**src/hw/tief_pkg.sv**
```systemverilog
// constants and types shared by the timer input edge filter block
package tief_pkg;
	// number of timer channels with conditioned inputs
	localparam int NCH = 4;
	// register indices; the byte address is four times the index
	localparam logic [31:0] IDX_ES [NCH] = '{32'hFFFF_F609, 32'hFFFF_F629,
		32'hFFFF_F649, 32'hFFFF_F669};
	localparam logic [31:0] IDX_NW [NCH] = '{32'hFFFF_F610, 32'hFFFF_F630,
		32'hFFFF_F650, 32'hFFFF_F670};
	// block-level registers and per-channel captures and counters, indices in the same space
	localparam logic [11:0] IDX_CTRL = 12'h700;
	localparam logic [11:0] IDX_STAT = 12'h701;
	localparam logic [11:0] IDX_MASK = 12'h702;
	localparam logic [11:0] IDX_CAP0 [NCH] = '{12'h710, 12'h714, 12'h718,
		12'h71C};
	localparam logic [11:0] IDX_CAP1 [NCH] = '{12'h711, 12'h715, 12'h719,
		12'h71D};
	localparam logic [11:0] IDX_CNT [NCH] = '{12'h712, 12'h716, 12'h71A,
		12'h71E};
	// reset values
	localparam logic [7:0] ES_RST = 8'h00;
	localparam logic [7:0] NW_RST = 8'h02;
	localparam logic [7:0] CTRL_RST = 8'h00;
	localparam logic [7:0] STAT_RST = 8'h00;
	localparam logic [7:0] MASK_RST = 8'h00;
	localparam logic [15:0] CNT_RST = 16'h0000;
	// field positions inside the edge-select register
	localparam int ES_CAP0_LSB = 0;
	localparam int ES_CAP1_LSB = 2;
	localparam int ES_CLK_LSB = 6;
	// writable bits; reserved ones read back as zero
	localparam logic [7:0] ES_WMASK = 8'hCF;
	localparam logic [7:0] NW_WMASK = 8'h03;
	// control register fields: count enable low nibble, source high nibble
	localparam int CTRL_CE_LSB = 0;
	localparam int CTRL_SRC_LSB = 4;
	// filter clock is the main clock divided by four; this is the last prescaler count
	localparam logic [1:0] FILT_DIV_LAST = 2'h3;
	// consecutive filter clocks for each width code
	localparam logic [2:0] FILT_N2 = 3'h2;
	localparam logic [2:0] FILT_N3 = 3'h3;
	localparam logic [2:0] FILT_N5 = 3'h5;
	// bus responses
	localparam logic [1:0] RESP_OKAY = 2'h0;
	localparam logic [1:0] RESP_SLVERR = 2'h2;
	// valid edge codes
	typedef enum logic [1:0] {
		EDGE_FALL = 2'b00,
		EDGE_RISE = 2'b01,
		EDGE_BAD = 2'b10,
		EDGE_BOTH = 2'b11
	} tief_edge_t;
	// noise width codes
	typedef enum logic [1:0] {
		FW_THRU = 2'b00,
		FW_2 = 2'b01,
		FW_3 = 2'b10,
		FW_5 = 2'b11
	} tief_width_t;
endpackage

```
**src/hw/tief_top.sv**
```systemverilog
// timer input edge select, noise filter, counters and AXI4-Lite registers
// Operation
// - edge codes: 00 fall, 01 rise, 11 both
// - edge fields at bits 7:6, 3:2, 1:0
// - registers are accessed as whole bytes
// - each channel filters its input pins
// - width codes: through, 2, 3, 5 ticks
// - capture edge latches counter, raises request
// - external source counts on selected edges
//
// Design decision made here: the AXI4-Lite interface to the registers.
`timescale 1ns/1ps
module tief_top (
	input wire logic clk,
	input wire logic reset,
	// AXI4-Lite write address
	input wire logic awvalid,
	output logic awready,
	input wire logic [31:0] awaddr,
	// AXI4-Lite write data
	input wire logic wvalid,
	output logic wready,
	input wire logic [31:0] wdata,
	input wire logic [3:0] wstrb,
	// AXI4-Lite write response
	output logic bvalid,
	input wire logic bready,
	output logic [1:0] bresp,
	// AXI4-Lite read address
	input wire logic arvalid,
	output logic arready,
	input wire logic [31:0] araddr,
	// AXI4-Lite read data
	output logic rvalid,
	input wire logic rready,
	output logic [31:0] rdata,
	output logic [1:0] rresp,
	// timer input pins, one per channel
	input wire logic [tief_pkg::NCH-1:0] captureInput0,
	input wire logic [tief_pkg::NCH-1:0] captureInput1,
	input wire logic [tief_pkg::NCH-1:0] extCountClockPin,
	// level interrupt
	output logic irq
);
	import tief_pkg::*;

	logic awHeld, next_awHeld; // address accepted, waiting for data
	logic [11:0] awIdx, next_awIdx; // register index of the write
	logic wHeld, next_wHeld; // data accepted
	logic [31:0] wData, next_wData;
	logic [3:0] wStrb, next_wStrb;
	logic next_bvalid;
	logic [1:0] next_bresp;
	logic next_rvalid;
	logic [31:0] next_rdata;
	logic [1:0] next_rresp;
	logic wrEn; // write executes this cycle
	logic wrByte; // byte lane 0 present
	logic [11:0] arIdx;
	logic [1:0] presc, next_presc; // filter clock divider
	logic filtTick; // one main clock in four
	logic [7:0] ctrl, next_ctrl; // count enables and sources
	logic [7:0] mask, next_mask; // interrupt mask
	logic [7:0] status, next_status; // sticky capture events
	logic [7:0] capEvt; // capture events, two per channel
	logic [7:0] esQ [NCH];
	logic [7:0] nwQ [NCH];
	logic [15:0] cntQ [NCH];
	logic [15:0] cap0Q [NCH];
	logic [15:0] cap1Q [NCH];

	// true when an index names a register
	function automatic logic mapped(input logic [11:0] idx);
		logic hit;
		hit = idx == IDX_CTRL || idx == IDX_STAT || idx == IDX_MASK;
		for (int c = 0; c < NCH; c++) begin
			hit = hit || idx == IDX_ES[c][11:0] || idx == IDX_NW[c][11:0];
			hit = hit || idx == IDX_CAP0[c] || idx == IDX_CAP1[c];
			hit = hit || idx == IDX_CNT[c];
		end
		return hit;
	endfunction

	// each channel holds address and data until both are in
	assign awready = !awHeld;
	assign wready = !wHeld;
	// one read at a time; a new address waits for the old answer
	assign arready = !rvalid;
	assign wrEn = awHeld && wHeld && !bvalid;
	// only accesses that carry the low byte change a register
	assign wrByte = wStrb[0];
	assign arIdx = araddr[13:2];
	assign filtTick = presc == FILT_DIV_LAST;

	// bus channel bookkeeping
	always_comb begin
		next_awHeld = awHeld;
		next_awIdx = awIdx;
		next_wHeld = wHeld;
		next_wData = wData;
		next_wStrb = wStrb;
		next_bvalid = bvalid;
		next_bresp = bresp;
		next_rvalid = rvalid;
		next_rdata = rdata;
		next_rresp = rresp;
		if (awvalid && awready) begin
			next_awHeld = 1'b1;
			next_awIdx = awaddr[13:2];
		end
		if (wvalid && wready) begin
			next_wHeld = 1'b1;
			next_wData = wdata;
			next_wStrb = wstrb;
		end
		// response follows both halves by one cycle
		if (wrEn) begin
			next_bvalid = 1'b1;
			next_bresp = mapped(awIdx) ? RESP_OKAY : RESP_SLVERR;
			next_awHeld = 1'b0;
			next_wHeld = 1'b0;
		end else if (bvalid && bready) begin
			next_bvalid = 1'b0;
		end
		// read data is captured with the address
		if (arvalid && arready) begin
			next_rvalid = 1'b1;
			next_rresp = mapped(arIdx) ? RESP_OKAY : RESP_SLVERR;
			next_rdata = 32'h0000_0000;
			if (arIdx == IDX_CTRL) begin
				next_rdata = {24'h00_0000, ctrl};
			end
			if (arIdx == IDX_STAT) begin
				next_rdata = {24'h00_0000, status};
			end
			if (arIdx == IDX_MASK) begin
				next_rdata = {24'h00_0000, mask};
			end
			for (int c = 0; c < NCH; c++) begin
				if (arIdx == IDX_ES[c][11:0]) begin
					next_rdata = {24'h00_0000, esQ[c]};
				end
				if (arIdx == IDX_NW[c][11:0]) begin
					next_rdata = {24'h00_0000, nwQ[c]};
				end
				if (arIdx == IDX_CAP0[c]) begin
					next_rdata = {16'h0000, cap0Q[c]};
				end
				if (arIdx == IDX_CAP1[c]) begin
					next_rdata = {16'h0000, cap1Q[c]};
				end
				if (arIdx == IDX_CNT[c]) begin
					next_rdata = {16'h0000, cntQ[c]};
				end
			end
		end else if (rvalid && rready) begin
			next_rvalid = 1'b0;
		end
	end

	// block-level control, mask and sticky status
	always_comb begin
		next_presc = presc + 2'h1;
		next_ctrl = ctrl;
		next_mask = mask;
		next_status = status;
		if (wrEn && wrByte && awIdx == IDX_CTRL) begin
			next_ctrl = wData[7:0];
		end
		if (wrEn && wrByte && awIdx == IDX_MASK) begin
			next_mask = wData[7:0];
		end
		if (wrEn && wrByte && awIdx == IDX_STAT) begin
			next_status = status & ~wData[7:0];
		end
		// new events win over a clear in the same cycle
		next_status = next_status | capEvt;
	end

	// interrupt is high while any unmasked event is pending
	assign irq = |(status & mask);

	// bus and control registers
	always_ff @(posedge clk) begin
		if (reset) begin
			awHeld <= 1'b0;
			awIdx <= 12'h000;
			wHeld <= 1'b0;
			wData <= 32'h0000_0000;
			wStrb <= 4'h0;
			bvalid <= 1'b0;
			bresp <= RESP_OKAY;
			rvalid <= 1'b0;
			rdata <= 32'h0000_0000;
			rresp <= RESP_OKAY;
			presc <= 2'h0;
			ctrl <= CTRL_RST;
			mask <= MASK_RST;
			status <= STAT_RST;
		end else begin
			awHeld <= next_awHeld;
			awIdx <= next_awIdx;
			wHeld <= next_wHeld;
			wData <= next_wData;
			wStrb <= next_wStrb;
			bvalid <= next_bvalid;
			bresp <= next_bresp;
			rvalid <= next_rvalid;
			rdata <= next_rdata;
			rresp <= next_rresp;
			presc <= next_presc;
			ctrl <= next_ctrl;
			mask <= next_mask;
			status <= next_status;
		end
	end

	// per-channel registers, filters, counter and captures
	for (genvar c = 0; c < NCH; c++) begin : g_ch
		logic [7:0] es, next_es; // valid edge select
		logic [7:0] nw, next_nw; // noise width
		logic [15:0] cnt, next_cnt; // channel counter
		logic [15:0] cap0, next_cap0;
		logic [15:0] cap1, next_cap1;
		logic hit0, hit1, hitClk; // filtered valid edges
		logic ce, src;

		// each pin takes its own edge field
		tief_filter u_cap0 (
			.clk(clk),
			.reset(reset),
			.pinIn(captureInput0[c]),
			.filtTick(filtTick),
			.widthCode(nw[1:0]),
			.edgeCode(es[ES_CAP0_LSB+:2]),
			.edgeHit(hit0)
		);
		tief_filter u_cap1 (
			.clk(clk),
			.reset(reset),
			.pinIn(captureInput1[c]),
			.filtTick(filtTick),
			.widthCode(nw[1:0]),
			.edgeCode(es[ES_CAP1_LSB+:2]),
			.edgeHit(hit1)
		);
		tief_filter u_clk (
			.clk(clk),
			.reset(reset),
			.pinIn(extCountClockPin[c]),
			.filtTick(filtTick),
			.widthCode(nw[1:0]),
			.edgeCode(es[ES_CLK_LSB+:2]),
			.edgeHit(hitClk)
		);

		assign ce = ctrl[CTRL_CE_LSB+c];
		assign src = ctrl[CTRL_SRC_LSB+c];

		// register writes, counting and capture
		always_comb begin
			next_es = es;
			next_nw = nw;
			next_cnt = cnt;
			next_cap0 = cap0;
			next_cap1 = cap1;
			// reserved bits are dropped, read as zero
			if (wrEn && wrByte && awIdx == IDX_ES[c][11:0]) begin
				next_es = wData[7:0] & ES_WMASK;
			end
			// width upper bits are dropped, read as zero
			if (wrEn && wrByte && awIdx == IDX_NW[c][11:0]) begin
				next_nw = wData[7:0] & NW_WMASK;
			end
			// external source counts filtered pin edges
			if (!ce) begin
				next_cnt = CNT_RST;
			end else if (src ? hitClk : filtTick) begin
				next_cnt = cnt + 16'h0001;
			end
			// valid capture edge latches the counter
			if (hit0) begin
				next_cap0 = cnt;
			end
			if (hit1) begin
				next_cap1 = cnt;
			end
		end

		always_ff @(posedge clk) begin
			if (reset) begin
				es <= ES_RST;
				nw <= NW_RST;
				cnt <= CNT_RST;
				cap0 <= CNT_RST;
				cap1 <= CNT_RST;
			end else begin
				es <= next_es;
				nw <= next_nw;
				cnt <= next_cnt;
				cap0 <= next_cap0;
				cap1 <= next_cap1;
			end
		end

		assign esQ[c] = es;
		assign nwQ[c] = nw;
		assign cntQ[c] = cnt;
		assign cap0Q[c] = cap0;
		assign cap1Q[c] = cap1;
		assign capEvt[2*c] = hit0;
		assign capEvt[2*c+1] = hit1;
	end

	// capture holds the counter value seen at the edge
	a_capture_value: assert property (@(posedge clk) disable iff (reset)
		g_ch[0].hit0 |=> cap0Q[0] == $past(cntQ[0]))
		else $error("capture missed counter value");
	// an event stays pending across a clear in the same cycle
	a_sticky_set: assert property (@(posedge clk) disable iff (reset)
		capEvt[0] |=> status[0] ##1 (status[0] || $past(wrEn)))
		else $error("capture event lost");
	// reserved edge bits never read back set
	a_es_reserved: assert property (@(posedge clk) disable iff (reset)
		esQ[0][5:4] == 2'b00)
		else $error("reserved edge bits set");
	// width register comes out of reset at its default
	a_nw_reset: assert property (@(posedge clk)
		$past(reset) |-> nwQ[2] == NW_RST && esQ[2] == ES_RST)
		else $error("wrong register reset value");
	// write without the low byte lane leaves edge register alone
	a_byte_access: assert property (@(posedge clk) disable iff (reset)
		wrEn && !wrByte |=> $stable(esQ[0]) && $stable(nwQ[0]))
		else $error("partial write changed a register");
	// external source advances only on a clock pin edge
	a_ext_count: assert property (@(posedge clk) disable iff (reset)
		ctrl[CTRL_CE_LSB+2] && ctrl[CTRL_SRC_LSB+2] && !g_ch[2].hitClk
		|=> $stable(cntQ[2]))
		else $error("external counter moved without edge");
	// write answer one cycle after both halves
	a_write_answer: assert property (@(posedge clk) disable iff (reset)
		wrEn |=> bvalid ##0 (!bready or ##1 !bvalid))
		else $error("write response late");
	// read answer one cycle after address
	a_read_answer: assert property (@(posedge clk) disable iff (reset)
		arvalid && arready |=> rvalid)
		else $error("read response late");
	c_capture: cover property (@(posedge clk) disable iff (reset)
		g_ch[0].hit0 ##1 irq);
	c_ext_count: cover property (@(posedge clk) disable iff (reset)
		ctrl[CTRL_SRC_LSB+2] && g_ch[2].hitClk);
	c_write: cover property (@(posedge clk) disable iff (reset)
		bvalid && bready);
endmodule

```
**src/hw/tief_filter.sv**
```systemverilog
// per-pin synchroniser, digital noise filter and valid edge detector
`timescale 1ns/1ps
module tief_filter (
	input wire logic clk,
	input wire logic reset,
	input wire logic pinIn,
	input wire logic filtTick,
	input wire logic [1:0] widthCode,
	input wire logic [1:0] edgeCode,
	output logic edgeHit
);
	import tief_pkg::*;
	logic sync1, next_sync1; // first stage, read by sync2 only
	logic sync2, next_sync2; // safe copy of the pin
	logic stable, next_stable; // filtered level
	logic prevStable, next_prevStable; // last filtered level
	logic [2:0] cnt, next_cnt; // run of differing samples
	logic [2:0] target; // run length needed
	logic next_edgeHit;
	logic rise, fall;

	// filter and edge detection
	always_comb begin
		next_sync1 = pinIn;
		next_sync2 = sync1;
		next_stable = stable;
		next_cnt = cnt;
		next_prevStable = stable;
		unique case (tief_width_t'(widthCode))
			FW_2: target = FILT_N2;
			FW_3: target = FILT_N3;
			FW_5: target = FILT_N5;
			FW_THRU: target = FILT_N2;
		endcase
		if (widthCode == FW_THRU) begin
			next_stable = sync2;
			next_cnt = 3'h0;
		end else if (filtTick) begin
			// level must hold for the whole run
			if (sync2 == stable) begin
				next_cnt = 3'h0;
			end else if (cnt + 3'h1 >= target) begin
				next_stable = sync2;
				next_cnt = 3'h0;
			end else begin
				next_cnt = cnt + 3'h1;
			end
		end
		rise = stable & ~prevStable;
		fall = ~stable & prevStable;
		// edge code picks the valid edge, code 10 gives none
		unique case (tief_edge_t'(edgeCode))
			EDGE_FALL: next_edgeHit = fall;
			EDGE_RISE: next_edgeHit = rise;
			EDGE_BOTH: next_edgeHit = rise | fall;
			EDGE_BAD: next_edgeHit = 1'b0;
		endcase
	end

	// registers only
	always_ff @(posedge clk) begin
		if (reset) begin
			sync1 <= 1'b0;
			sync2 <= 1'b0;
			stable <= 1'b0;
			prevStable <= 1'b0;
			cnt <= 3'h0;
			edgeHit <= 1'b0;
		end else begin
			sync1 <= next_sync1;
			sync2 <= next_sync2;
			stable <= next_stable;
			prevStable <= next_prevStable;
			cnt <= next_cnt;
			edgeHit <= next_edgeHit;
		end
	end

	// prohibited code never yields an edge
	a_bad_code: assert property (@(posedge clk) disable iff (reset)
		edgeCode == EDGE_BAD |=> !edgeHit)
		else $error("edge seen with prohibited code");
	// width 2 changes level only after two differing ticks
	a_filter_hold: assert property (@(posedge clk) disable iff (reset)
		widthCode == FW_2 && $past(widthCode) == FW_2 && $changed(stable)
		|-> $past(cnt) == 3'h1 && $past(filtTick))
		else $error("filter passed level too early");
	// rising code flags only rising edges
	a_rise_only: assert property (@(posedge clk) disable iff (reset)
		edgeCode == EDGE_RISE && fall |=> !edgeHit)
		else $error("falling edge taken in rising mode");
	c_both_edge: cover property (@(posedge clk) disable iff (reset)
		edgeCode == EDGE_BOTH ##1 edgeHit);
endmodule

```
**config.mk**
```make
export PLATFORM = sky130hd
export DESIGN_NAME = tief_top
export DESIGN_NICKNAME = d
export VERILOG_FILES = /design/src/hw/tief_pkg.sv /design/src/hw/tief_top.sv /design/src/hw/tief_filter.sv
export SDC_FILE = /design/constraint.sdc
export NUM_CORES = 1
export LEC_CHECK = 0
export ABC_AREA = 1
export BUFFER_PORTS_ARGS = -buffer_cell sky130_fd_sc_hd__buf_2
export CORE_MARGIN = 2
export CORE_UTILIZATION = 65
export DETAILED_ROUTE_END_ITERATION = 16
export PLACE_DENSITY = 0.93
export SETUP_SLACK_MARGIN = 0.4
export SYNTH_ARGS = -nofsm -noshare
export SYNTH_HDL_FRONTEND = slang
export SYNTH_SLANG_ARGS = --single-unit
```
**constraint.sdc**
```tcl
create_clock -name clk -period 3.2 [get_ports clk]
set_input_delay 0.64 -clock clk [delete_from_list [all_inputs] [get_ports clk]]
set_output_delay 0.64 -clock clk [all_outputs]
set_load 0.02 [all_outputs]
```
==> impl_metrics.toml <==
[synthesis]
synth_edf_count = 0
synth.most_common_cell = "dfxtp_1"
synth_top_area_share_pct = 42.2
async_flop_share_pct = 0
synth_area_leaders = "dfxtp_1 42%, a21oi_1 9.5%, o21ai_0 7.3%"
synth_area_mm2 = 0.0185
yosys_warnings = 0
synthDistinctLibCells = 57
synth.cells.most_frequent = "389 x dfxtp_1, 352 x a21oi_1, 316 x inv_1, 292 x nand2_1, 269 x o21ai_0"
synth_area_leader_cell = "dfxtp_1"
ys_seq_area_share_pct = 42.2
syn-mean-instance-area_um2 = 7.48
synthCells = 2467
synth_ff_type = "dfxtp_1"
ys_ff_latch = 389

[grt]
grt_pass1_wl_mm = 83.5
grt_max_degree = 144
grt_usage_pct = 35.2
antenna_found_initial = 0
grt_pass1_vias = 16929
gr-total-overflow = 0

[sta]
finalHoldViolCount = 0
maxSlewViolCount = 0
fin_setup_tns_ns = 0
max_slew_margin_pct = 22.5
max_freq_ghz = 0.377
worst_slew_pin_slew_ns = 1.16
fin_crit_sh_pct = 82.9
holdWs_ns = 0.314
rsz0062_at_grt = "true"
fin_crit_ns = 2.65
setup_viol = 0
clock-skew-final_ns = 0.0134

[finish]
stdcell_count = 2953
final_util_pct = 74.1
final_net_count = 2741
areaGrowthSynthToFinish_pct = 11.8
drive_gt1_share_pct = 11.6
antennaDiodeCount = 0

[floorplanning]
die_x_um = 172
design.core.area_mm2 = 0.0279
ios = 161
rows = 61
fp.dieArea_mm2 = 0.0298
die_y_um = 172
start_util_pct = 66.2

[routing]
ant_nets = 0
drtIter0Drc = 1859
dr.pass1.iters = 8
routed-via-count = 17743
wl_mm = 52.4
drc = 0
routedWlPerCell_um = 17.7
viasPerCell = 6.01

[worst_setup_path]
crit_path_start_kind = "primary input"
end_kind = "register"
r2r-start = "presc[0]$_SDFF_PP0_"
arrival_ns = 3.12
rrSetupSlack_ns = 0.63
crit_start = "araddr[13]"
r2r_cells = 13
required_ns = 3.67
worstSetupPathType = "in -> reg"
r2r_end = "g_ch[2].cnt[14]$_SDFFE_PP0P_"
critPathMaxFanout = 9
endpoint = "rdata[0]$_SDFFE_PP0P_"

[power_and_ir_drop]
power.total_mw = 10.0
power_density_mw_per_mm2 = 487
ir_drop_mv = 0.467
p_leak_nw = 8.66

[placed_design]
place_inst = 2879
globalplace.congestion = 1.00
dp_hpwl_mm = 36.2
io_buffers = 75

[clocking]
root_buffer = "clkbuf_16"
path_clk_slew_ns = 0.06
clock-sinks = 389
clock_latency_ns = 0.54
h-tree-depth = 2
cts_tree = "yes"
hold_buffers = 0
clockBufferDepth = 3
cts_buffers = 40

[status]
run_status = "finished clean"

[flow_run]
maxCapViolCount = 0

[hold_path]
min_path_type = "in -> reg"
power breakdown:
group          leakage (nW)  switching [mW]  internal, mW
clock network         0.661            1.98          2.76
registers              3.14          0.0294          4.89
logic                  4.85           0.283        0.0998
kinds of logic after synthesis:
| family | count (synthesis) | share of synthesized area [%] |
|---|---|---|
| AOI/OAI and AO/OA | 782 | 23.2 |
| and+or+nand+nor | 719 | 17.7 |
| buffers and inverters | 472 | 10.4 |
| DFF | 389 | 42.2 |
| adders and majority gates | 77 | 5.22 |
| xor gates and xnor gates | 26 | 1.23 |
| other | 1 | 0.0203 |
| muxes | 1 | 0.0543 |
worst min path at each step:
stage | cells after the start | from | slack [ns] | to
global route | 3 | extCountClockPin[2] | 0.32 | g_ch[2].u_clk.next_sync2$_SDFF_PP0_
finish | 3 | extCountClockPin[1] | 0.31 | g_ch[1].u_clk.next_sync2$_SDFF_PP0_
CTS | 3 | captureInput1[0] | 0.30 | g_ch[0].u_cap1.next_sync2$_SDFF_PP0_
detailed placement | 2 | g_ch[0].u_cap0.next_sync2$_SDFF_PP0_ | 0.40 | g_ch[0].u_cap0.sync2$_SDFF_PP0_
global placement | 2 | g_ch[3].u_clk.next_sync2$_SDFF_PP0_ | 0.39 | g_ch[3].u_clk.sync2$_SDFF_PP0_
floorplan | 2 | g_ch[0].u_cap0.next_sync2$_SDFF_PP0_ | 0.39 | g_ch[0].u_cap0.sync2$_SDFF_PP0_
registers in the layout (all words and copies together), names as in the netlist, 8 cells and up:
register         flops
g_ch.nw              8
wData                8
g_ch.cap1           64
awIdx               12
rdata               16
mask                 8
g_ch.u_cap0.cnt     12
status               8
g_ch.cnt            64
g_ch.es             24
g_ch.u_clk.cnt      12
g_ch.cap0           64
g_ch.u_cap1.cnt     12
ctrl                 8
layout make-up:
class / count / area [um2]
Sequential cell: 389 / 7790
Timing Repair Buffer: 141 / 898
Clock inverter: 19 / 190
Fill cell: 1973 / 7220
Multi-Input combinational cell: 1623 / 8820
Inverter: 350 / 1320
Tap cell: 378 / 473
Clock buffer: 53 / 1140
metrics by stage:
step | instance area, um2 | worst slack (ns)
after floorplan | 18500 | 0.839
after global placement | 19300 | 0.163
after detailed placement | 19300 | 0.0306
after CTS | 20600 | 0.475
after global routing | 20600 | 0.376
final | 20600 | 0.547
what timing repair did:
| item | in CTS | in global routing |
|---|---|---|
| resized for setup | 0 | 4 |
| setup endpoints to repair | 0 | 6 |
| setup buffers | 0 | 2 |
cell usage in the layout (no fill, tap or decap), types with 6 or more instances in the layout:
cell type / n
nand2_1: 292
inv_1: 316
buf_4: 65
nor4_1: 9
buf_2: 74
dfxtp_1: 389
o21ai_1: 22
nor2_4: 14
clkinv_2: 11
clkbuf_8: 7
nor3_1: 44
ha_1: 76
nand3_1: 60
o21ai_0: 269
nand4_1: 30
inv_2: 26
o211ai_1: 35
a221oi_1: 8
clkbuf_16: 41
nand2_2: 8
xor2_1: 24
a22oi_1: 22
o22ai_1: 11
o2111ai_1: 8
conb_1: 18
nor2_1: 224
a211oi_1: 37
a21oi_1: 352
or2_2: 6
nor2_2: 8
routing by layer:
metal	part of all wire (%)	wire length, um	up-vias	track usage (%)
met5	0	0	-	0
met4	6.0	3150	0	20.3
met3	9.8	5120	219	5.95
met2	46	24200	990	58.4
met1	38	20000	8155	43.2
li1	-	-	8379	-
critical path: stages:
cell	delay [ns]
buf_2	0.11
nor2_4	0.13
nand2_4	0.11
nor2_4	0.19
nand3_2	0.20
buf_4	0.22
inv_1	0.07
nand2_1	0.05
nand2_1	0.06
o21ai_1	0.08
nand2_1	0.10
nand2_1	0.06
nand2_1	0.05
nand2_1	0.07
nand2_1	0.06
nand2_1	0.05
nand2_1	0.09
nand2_1	0.09
nand2_1	0.07
nand2_1	0.06
nand2_1	0.07
nand2_1	0.05
nand2_1	0.08
nand2_1	0.06
nand2_1	0.07
nand2_1	0.09
a21oi_2	0.12
No activity file was read; power rests on OpenSTA's default activity.
